### src/core/eei_pkg.sv
package eei_pkg;
  // ---------------------------------------------------------------
  // Event bit positions
  // ---------------------------------------------------------------
  localparam int unsigned BIT_RX_OVF   = 0;
  localparam int unsigned BIT_RX_NODSC = 1;
  localparam int unsigned BIT_TX_ABORT = 2;
  localparam int unsigned BIT_TX_DONE  = 3;
  localparam int unsigned BIT_RX_ACT   = 5;
  localparam int unsigned BIT_PKT_WAIT = 6;
  localparam int unsigned BIT_RX_DONE  = 7;
  localparam int unsigned BIT_HI_WM    = 8;
  localparam int unsigned BIT_LO_WM    = 9;
  localparam int unsigned BIT_RX_BUSE  = 13;
  localparam int unsigned BIT_TX_BUSE  = 14;
  // Implemented event bits and the software-cleared subset
  localparam logic [31:0] EVENT_MASK   = 32'h000063EF;
  localparam logic [31:0] STICKY_MASK  = 32'h000060AF;
  localparam logic [31:0] FLAGS_RESET  = 32'h00000000;
  localparam logic [31:0] ENABLE_RESET = 32'h00000000;
  // ---------------------------------------------------------------
  // Device register offsets (byte addresses)
  // ---------------------------------------------------------------
  localparam logic [7:0] OFF_FLAGS     = 8'h00;
  localparam logic [7:0] OFF_FLAGS_CLR = 8'h04;
  localparam logic [7:0] OFF_ENABLES   = 8'h08;
  localparam logic [7:0] OFF_WMARK     = 8'h0C;
  localparam logic [7:0] OFF_CONTROL1  = 8'h10;
  localparam logic [7:0] OFF_STATUS    = 8'h14;
  // Field positions
  localparam int unsigned LO_WM_LSB    = 0;
  localparam int unsigned HI_WM_LSB    = 16;
  localparam int unsigned RX_BUFFER_COUNT_LSB   = 16;
  localparam int unsigned BUF_DEC_BIT  = 0;
  localparam logic [7:0]  RX_BUFFER_COUNT_MAX   = 8'hFF;
  localparam logic [31:0] WMARK_RESET  = 32'h00000000;
  // ---------------------------------------------------------------
  // System controller registers (host side)
  // ---------------------------------------------------------------
  localparam logic [7:0] OFF_SYS_FLAG  = 8'h00;
  localparam logic [7:0] OFF_SYS_EN    = 8'h04;
  localparam logic [7:0] OFF_SYS_PRIO  = 8'h08;
  localparam int unsigned SYS_IRQ_BIT  = 28;
  localparam int unsigned PRIO_LSB     = 2;
  localparam int unsigned SUBPRIO_LSB  = 0;
endpackage

### src/core/eei_if.sv
interface eei_if (
  input wire logic clk,
  input wire logic resetn
);
  logic [7:0]  addr;
  logic [31:0] wdata;
  logic        wr;
  logic        rd;
  logic [31:0] rdata;
  logic        irq;
  modport device (input addr, input wdata, input wr, input rd, output rdata, output irq);
  modport host   (output addr, output wdata, output wr, output rd, input rdata, input irq);
endinterface

### src/core/eei_device.sv
// Behaviour
// - Each event has its own enable bit
// - Flags readable whatever the enables hold
// - Request is a level while enabled pending
// - Bit 14 set on transmit DMA bus error
// - Bit 3 set when transmit status written
// - Bit 2 set on any transmit abort
// - Early collision never sets abort
// - Bit 13 set on receive DMA bus error
// - Bit 7 set per good received packet
// - Bit 6 while buffer count nonzero
// - Bit 5 set when receive FIFO holds data
// - Bit 1 on descriptor not hardware owned
// - Bit 0 on receive FIFO overflow
// - Bit 9 while count at/below low mark
// - Bit 8 while count at/above high mark
// - Sticky events cleared by software writes
// - Low mark clears after receive above it
// - Decrement bit lowers count; high mark follows
// - Packet waiting drops at count zero
// - Reset clears every sticky event flag
// - One shared vector, system flag bit 28
// - Software programs priority and subpriority
//
// The register addresses and the address-and-strobe port were chosen for this implementation.
module eei_device
  import eei_pkg::*;
(
  input  wire logic  clk,
  input  wire logic  resetn,
  input  wire logic  clk_en,
  eei_if.device      bus,
  input  wire logic  tx_bus_error_in,
  input  wire logic  tx_complete_in,
  input  wire logic  tx_abort_oversize,
  input  wire logic  tx_abort_underrun,
  input  wire logic  tx_abort_defer,
  input  wire logic  tx_abort_late_col,
  input  wire logic  tx_abort_retries,
  input  wire logic  tx_early_collision,
  input  wire logic  rx_bus_error_in,
  input  wire logic  rx_complete_in,
  input  wire logic  rx_fifo_not_empty,
  input  wire logic  rx_no_descriptor_in,
  input  wire logic  rx_fifo_overflow_in,
  output logic [7:0] rx_buffer_count
);
  import eei_pkg::*;

  // -------------------------------------------------------------
  // Storage
  // -------------------------------------------------------------
  // Registers
  logic [31:0] sticky;
  logic [31:0] event_enables;
  logic [7:0]  low_watermark_level;
  logic [7:0]  high_watermark_level;
  logic        low_watermark_hit;
  // Combinational views and strobes
  logic [31:0] event_flags;
  logic [31:0] set_vec;
  logic [31:0] clr_vec;
  logic        dec_req;
  logic        rx_abort_any;
  logic [31:0] next_rdata;

  // -------------------------------------------------------------
  // Event sources
  // -------------------------------------------------------------
  // Abort causes; early collision only retries, never aborts
  // The early collision input stays unread: a retry is no event
  // Any one cause is enough; the causes are not told apart in the flag
  assign rx_abort_any = tx_abort_oversize | tx_abort_underrun | tx_abort_defer
                      | tx_abort_late_col | tx_abort_retries;

  // Hardware set vector for the sticky events
  // A source held high keeps setting its flag, so a clear then fails
  always_comb begin
    set_vec = 32'h00000000;
    set_vec[BIT_TX_BUSE]  = tx_bus_error_in;
    set_vec[BIT_TX_DONE]  = tx_complete_in;
    set_vec[BIT_TX_ABORT] = rx_abort_any;
    set_vec[BIT_RX_BUSE]  = rx_bus_error_in;
    set_vec[BIT_RX_DONE]  = rx_complete_in;
    set_vec[BIT_RX_ACT]   = rx_fifo_not_empty;
    set_vec[BIT_RX_NODSC] = rx_no_descriptor_in;
    set_vec[BIT_RX_OVF]   = rx_fifo_overflow_in;
  end

  // Clear by the alias, or by writing ones to the flag register directly
  // Both offsets clear, so either habit of software works
  always_comb begin
    clr_vec = 32'h00000000;
    if (bus.wr && (bus.addr == OFF_FLAGS || bus.addr == OFF_FLAGS_CLR)) begin
      clr_vec = bus.wdata & STICKY_MASK;
    end
  end

  // Sticky flags; a set in the clear cycle wins so no event is lost
  // Software that clears with the value it just read keeps a second
  // event of the same kind only if it lands in the clear cycle itself
  always_ff @(posedge clk or negedge resetn) begin
    if (!resetn) begin
      sticky <= FLAGS_RESET;
    end else if (clk_en) begin
      sticky <= ((sticky & ~clr_vec) | set_vec) & STICKY_MASK;
    end
  end

  // -------------------------------------------------------------
  // Buffer count and watermarks
  // -------------------------------------------------------------
  // Buffer count: up on good receive, down on decrement write
  // At 255 a further receive is not counted and no flag reports the loss
  // A decrement at zero is ignored rather than wrapping
  assign dec_req = bus.wr && bus.addr == OFF_CONTROL1 && bus.wdata[BUF_DEC_BIT];
  always_ff @(posedge clk or negedge resetn) begin
    if (!resetn) begin
      rx_buffer_count <= 8'h00;
    end else if (clk_en) begin
      // Saturates at both ends; simultaneous up and down cancel
      if (rx_complete_in && !dec_req && rx_buffer_count != RX_BUFFER_COUNT_MAX) begin
        rx_buffer_count <= rx_buffer_count + 8'h01;
      end else if (dec_req && !rx_complete_in && rx_buffer_count != 8'h00) begin
        rx_buffer_count <= rx_buffer_count - 8'h01;
      end
    end
  end

  // Low watermark: set while at/below level, clears only after a receive
  // Raising the level above the count sets the flag one cycle later
  always_ff @(posedge clk or negedge resetn) begin
    if (!resetn) begin
      low_watermark_hit <= 1'b0;
    end else if (clk_en) begin
      if (rx_buffer_count <= low_watermark_level) begin
        low_watermark_hit <= 1'b1;
      end else if (rx_complete_in) begin
        low_watermark_hit <= 1'b0;
      end
    end
  end

  // -------------------------------------------------------------
  // Register view
  // -------------------------------------------------------------
  // Flag view: live conditions plus sticky bits, ignoring enables
  // Live bits are rebuilt each cycle, so flag register writes cannot clear them
  always_comb begin
    event_flags = sticky;
    event_flags[BIT_PKT_WAIT] = rx_buffer_count != 8'h00;
    event_flags[BIT_HI_WM]    = rx_buffer_count >= high_watermark_level;
    event_flags[BIT_LO_WM]    = low_watermark_hit;
  end

  // Enable and watermark settings
  // Unimplemented enable bits are masked and read back as zero
  always_ff @(posedge clk or negedge resetn) begin
    if (!resetn) begin
      event_enables        <= ENABLE_RESET;
      low_watermark_level  <= WMARK_RESET[LO_WM_LSB +: 8];
      high_watermark_level <= WMARK_RESET[HI_WM_LSB +: 8];
    end else if (clk_en && bus.wr) begin
      if (bus.addr == OFF_ENABLES) begin
        event_enables <= bus.wdata & EVENT_MASK;
      end else if (bus.addr == OFF_WMARK) begin
        low_watermark_level  <= bus.wdata[LO_WM_LSB +: 8];
        high_watermark_level <= bus.wdata[HI_WM_LSB +: 8];
      end
    end
  end

  // Read mux, unmapped reads return zero
  // Control reads as zero; only its decrement bit acts on a write
  always_comb begin
    next_rdata = 32'h00000000;
    if (bus.addr == OFF_FLAGS || bus.addr == OFF_FLAGS_CLR) begin
      next_rdata = event_flags;
    end else if (bus.addr == OFF_ENABLES) begin
      next_rdata = event_enables;
    end else if (bus.addr == OFF_WMARK) begin
      next_rdata = {8'h00, high_watermark_level, 8'h00, low_watermark_level};
    end else if (bus.addr == OFF_STATUS) begin
      next_rdata = {8'h00, rx_buffer_count, 16'h0000};
    end
  end

  // Read data the cycle after the strobe
  // Zero outside a read, so a stale value never looks like an answer
  always_ff @(posedge clk or negedge resetn) begin
    if (!resetn) begin
      bus.rdata <= 32'h00000000;
    end else if (clk_en) begin
      bus.rdata <= bus.rd ? next_rdata : 32'h00000000;
    end
  end

  // -------------------------------------------------------------
  // Interrupt request
  // -------------------------------------------------------------
  // Level request, one shared vector, registered for a clean edge
  // One cycle of latency buys a request line free of glitches
  // The system controller keeps its own flag; this line only reports
  always_ff @(posedge clk or negedge resetn) begin
    if (!resetn) begin
      bus.irq <= 1'b0;
    end else if (clk_en) begin
      bus.irq <= |(event_flags & event_enables);
    end
  end
endmodule // eei_device

### src/flat_wrapper.sv
// flat-port wrapper written by rule: the top's interface ports become plain ports
module eei_device_flat import eei_pkg::*;
  (clk, resetn, clk_en, tx_bus_error_in, tx_complete_in, tx_abort_oversize, tx_abort_underrun, tx_abort_defer, tx_abort_late_col, tx_abort_retries, tx_early_collision, rx_bus_error_in, rx_complete_in, rx_fifo_not_empty, rx_no_descriptor_in, rx_fifo_overflow_in, rx_buffer_count, bus_addr, bus_wdata, bus_wr, bus_rd, bus_rdata, bus_irq);
  eei_if bus_i (.clk(clk), .resetn(resetn));
  input  wire logic clk;
  input  wire logic resetn;
  input  wire logic clk_en;
  input  wire logic tx_bus_error_in;
  input  wire logic tx_complete_in;
  input  wire logic tx_abort_oversize;
  input  wire logic tx_abort_underrun;
  input  wire logic tx_abort_defer;
  input  wire logic tx_abort_late_col;
  input  wire logic tx_abort_retries;
  input  wire logic tx_early_collision;
  input  wire logic rx_bus_error_in;
  input  wire logic rx_complete_in;
  input  wire logic rx_fifo_not_empty;
  input  wire logic rx_no_descriptor_in;
  input  wire logic rx_fifo_overflow_in;
  output logic [7:0] rx_buffer_count;
  input wire logic [$bits(bus_i.addr)-1:0] bus_addr;
  input wire logic [$bits(bus_i.wdata)-1:0] bus_wdata;
  input wire logic [$bits(bus_i.wr)-1:0] bus_wr;
  input wire logic [$bits(bus_i.rd)-1:0] bus_rd;
  output wire logic [$bits(bus_i.rdata)-1:0] bus_rdata;
  output wire logic [$bits(bus_i.irq)-1:0] bus_irq;
  assign bus_i.addr = bus_addr;
  assign bus_i.wdata = bus_wdata;
  assign bus_i.wr = bus_wr;
  assign bus_i.rd = bus_rd;
  assign bus_rdata = bus_i.rdata;
  assign bus_irq = bus_i.irq;
  eei_device u_core (.clk(clk), .resetn(resetn), .clk_en(clk_en), .bus(bus_i), .tx_bus_error_in(tx_bus_error_in), .tx_complete_in(tx_complete_in), .tx_abort_oversize(tx_abort_oversize), .tx_abort_underrun(tx_abort_underrun), .tx_abort_defer(tx_abort_defer), .tx_abort_late_col(tx_abort_late_col), .tx_abort_retries(tx_abort_retries), .tx_early_collision(tx_early_collision), .rx_bus_error_in(rx_bus_error_in), .rx_complete_in(rx_complete_in), .rx_fifo_not_empty(rx_fifo_not_empty), .rx_no_descriptor_in(rx_no_descriptor_in), .rx_fifo_overflow_in(rx_fifo_overflow_in), .rx_buffer_count(rx_buffer_count));
endmodule
### config.mk
export PLATFORM = sky130hd
export DESIGN_NAME = eei_device_flat
export DESIGN_NICKNAME = d
export VERILOG_FILES = /design/src/core/eei_pkg.sv /design/src/core/eei_if.sv /design/src/core/eei_device.sv /design/src/flat_wrapper.sv
export SDC_FILE = /design/constraint.sdc
export NUM_CORES = 1
export LEC_CHECK = 0
export BUFFER_PORTS_ARGS = -buffer_cell sky130_fd_sc_hd__buf_2
export CAP_MARGIN = 40
export CELL_PAD_IN_SITES_DETAIL_PLACEMENT = 1
export CELL_PAD_IN_SITES_GLOBAL_PLACEMENT = 1
export CORE_MARGIN = 1.5
export CORE_UTILIZATION = 36
export CTS_CLUSTER_SIZE = 10
export DETAILED_ROUTE_END_ITERATION = 10
export GPL_ROUTABILITY_DRIVEN = 0
export PLACE_DENSITY_LB_ADDON = 0.1
export SLEW_MARGIN = 0
export SYNTH_ARGS = -nofsm -noshare
export SYNTH_HDL_FRONTEND = slang
export SYNTH_SLANG_ARGS = --single-unit
### constraint.sdc
create_clock -name clk -period 2.5 [get_ports clk]
set_clock_uncertainty 0.15 [all_clocks]
set_input_delay 0.25 -clock clk [delete_from_list [all_inputs] [get_ports clk]]
set_output_delay 0.25 -clock clk [all_outputs]
set_load 0.005 [all_outputs]
==> flow_metrics.py <==
metrics = {
    "critical_path": {
        "cp_max_fo": 6,
        "crit_path_start_kind": "flip-flop",
        "cp.required_ns": 2.60,
        "arrival_ns": 2.45,
        "crit_start": "u_core.rx_buffer_count[1]$_DFFE_PN0P_",
        "r2r_cells": 11,
        "ff2ff_setup_slack_ns": 0.15,
        "reg2reg_to": "u_core.rx_buffer_count[6]$_DFFE_PN0P_",
        "r2r_start": "u_core.rx_buffer_count[1]$_DFFE_PN0P_",
        "critPathKind": "flip-flop to flip-flop",
        "cp-end-kind": "flip-flop",
        "crit_end": "u_core.rx_buffer_count[6]$_DFFE_PN0P_",
    },
    "pwr": {
        "power.leakage_nw": 2.346,
        "power_density_mw_per_mm2": 709.8,
        "fin_total_pwr_mw": 3.404,
        "peakVddDrop_v": 0.0004730,
    },
    "floorplanning": {
        "rows": 36,
        "coreArea_sq_mm": 0.009819,
        "io_pins": 99,
        "die-area_sq_mm": 0.01074,
        "initial_core_util": 0.3712,
        "die_x_microns": 103.6,
        "die_h_microns": 103.6,
    },
    "synthesis": {
        "syn_inst": 364,
        "yosys_register_bits": 65,
        "synth_area_sq_mm": 0.003645,
        "yosys.area_share.simple": 0.1112,
        "yosysSeqAreaShare": 0.4463,
        "yosysWarnings": 0,
        "synth_flop_cell": "dfrtp_1",
        "synthMuxAreaShare": 0.06625,
        "synth_edf_count": 0,
        "synth_top_family_by_area": "compound AO/OA/AOI/OAI gates",
        "async_reset_ff_frac": 1.000,
        "postSynthAreaPerCell_sq_um": 10.01,
        "synth_compound_area_frac": 0.1898,
        "synth_cell_types": 51,
        "synth-xor-area-share": 0.01888,
        "synthAdderAreaFrac": 0.08102,
    },
    "timing": {
        "final_hold_viol_count": 0,
        "worstMarginPinSlew_ns": 0.5018,
        "fmax_ghz": 0.4254,
        "period_share": 0.9402,
        "drv_slew": 0,
        "timing.final.crit_period_ns": 2.351,
        "slew_headroom": 0.6655,
        "setup_viol": 0,
        "rsz0062_at_grt": "true",
        "hold_ws_ns": 0.04006,
    },
    "global_routing": {
        "grt_max_degree": 39,
        "met2_usage": 0.3314,
        "grt_use_total": 0.2188,
        "met3_usage": 0.04846,
        "use_met1": 0.3148,
        "grt-ovfl-total": 0,
        "antenna_found_initial": 0,
        "grt_pass1_vias": 3393,
        "top_usage_layer": "met2",
        "grt_pass1_wl_microns": 18230,
    },
    "layout": {
        "final_core_util": 0.4884,
        "nets": 573,
        "layout_common_cells": "73 x buf_2, 65 x dfrtp_1, 42 x nand2_1, 39 x inv_1, 34 x buf_4",
        "drive_gt1_frac": 0.3044,
        "final_common_cell": "buf_2",
        "syn_to_final_growth_pct": 31.58,
        "diodes": 0,
    },
    "cts": {
        "cts_tree": "yes",
        "cts-root-buf": "clkbuf_8",
        "clock_latency_ns": 0.36,
        "clockBufferDepth": 2,
        "cts_num_sinks": 65,
        "htreeDepth": 3,
        "clkSlewWorstSetupHoldPaths_ns": 0.07,
        "cts_setup_buffers": 0,
        "cts_buffers": 9,
    },
    "placed_design": {
        "numPortBuffers": 73,
        "dp_hpwl_microns": 8014,
    },
    "drt": {
        "dr.first_iter.drc_count": 127,
        "drtAntennaViolNets": 0,
        "drc": 0,
        "viasPerCell": 5.056,
        "firstDrtPassIters": 4,
        "vias": 3180,
        "wl_microns": 10940,
        "routedWlPerCell_microns": 17.39,
    },
    "min_path": {
        "min-delay-path-class": "input pin to flip-flop",
        "hold-path-cell-count": 3,
    },
    "outcome": {
        "outcome": "complete, no violations",
    },
    "run": {
        "drv_cap": 0,
    },
}
[repair_timing]
item	in CTS	in global routing
pin swaps	0	2
gates resized for setup	1	2
endpoints found under the setup margin	1	2
hold buffers	25	0
endpoints found under the hold margin	92	0
[state kept, by name, summed over array words and instances, names as in the netlist]
name	cells
u_core.high_watermark_level	8
u_core.event_enables	11
u_core.low_watermark_hit	1
u_core.low_watermark_level	8
u_core.bus.irq	1
u_core.rx_buffer_count	8
u_core.bus.rdata	20
u_core.sticky	8
[worst min-delay path by stage]
| stage | from | endpoint |
|---|---|---|
| global placement | resetn | u_core.bus.rdata[6]$_DFFE_PN0P_ |
| finish | bus_wdata[7] | u_core.low_watermark_level[7]$_DFFE_PN0P_ |
| detailed placement | resetn | u_core.bus.rdata[6]$_DFFE_PN0P_ |
| global route | bus_wdata[7] | u_core.low_watermark_level[7]$_DFFE_PN0P_ |
| floorplan | resetn | u_core.bus.irq$_DFFE_PN0P_ |
| CTS | bus_wdata[7] | u_core.low_watermark_level[7]$_DFFE_PN0P_ |
[worst max-delay path, cell delays in order (launching register included)]
cell and delay, ns:
dfrtp_1 0.40, nand4_1 0.11, o21a_1 0.16, o21ai_4 0.10, buf_4 0.15, fa_2 0.35, a21o_1 0.18, a21oi_2 0.15
o21bai_1 0.08, a21oi_1 0.15, xor2_1 0.19, o21ai_2 0.08
[cell usage after synthesis, types with 5 or more instances]
| master | number | area, sq um |
|---|---|---|
| mux2_2 | 13 | 146.4 |
| a21oi_1 | 7 | 35.03 |
| o22ai_1 | 12 | 75.07 |
| o21ai_0 | 28 | 140.1 |
| nand3_1 | 10 | 50.05 |
| nor2_1 | 9 | 33.78 |
| a22o_1 | 8 | 70.07 |
| mux2i_1 | 8 | 80.08 |
| buf_4 | 13 | 97.59 |
| o2111ai_1 | 7 | 61.31 |
| inv_1 | 39 | 146.4 |
| clkbuf_1 | 8 | 30.03 |
| nand2_1 | 42 | 157.7 |
| dfrtp_1 | 65 | 1627 |
| ha_1 | 22 | 275.3 |
| a22oi_1 | 12 | 90.09 |
| a21o_1 | 5 | 37.54 |
[kinds of logic (layout without fill, tap and decap cells)]
logic type,after synthesis,count (layout)
compound gates,100,100
simple gates,81,81
flops,65,65
buf+inv,65,186
fa+ha+maj,23,23
mux,22,22
xor+xnor,7,7
other cells,1,12
[per-stage QoR]
stage,instances,worst slack (ns),TNS [ns],cell area (sq um)
floorplan,375,0.02140,0,3697
global placement,589,-0.006766,-0.006766,4322
detailed placement,589,-0.1029,-0.1456,4322
CTS,629,0.03505,0,4793
global route,629,-0.04726,-0.04726,4796
finish,629,0.1494,0,4796
[power breakdown]
part / internal [mW] / leakage (nW) / switching, mW
combinational: 0.562 / 1.47 / 0.642
sequential: 1.14 / 0.775 / 0.0554
clock: 0.561 / 0.105 / 0.448
total: 2.26 / 2.35 / 1.14
[routing by layer]
layer / vias to the layer above / wire length (microns) / part of all wire
li1: 1532 / - / -
met1: 1548 / 5343 / 0.49
met2: 87 / 4926 / 0.45
met3: 13 / 525 / 0.048
met4: 0 / 143 / 0.013
met5: - / 0 / 0
[area by class of cell]
class	count	area, sq um
fill	1181	5024
clock buffer	9	123.9
inverter	39	146.4
clock inverter	6	93.84
sequential	65	1627
multi-input combinational	245	1768
tap	133	166.4
timing repair buffer	132	870.8
No activity file was read; power rests on OpenSTA's default activity.
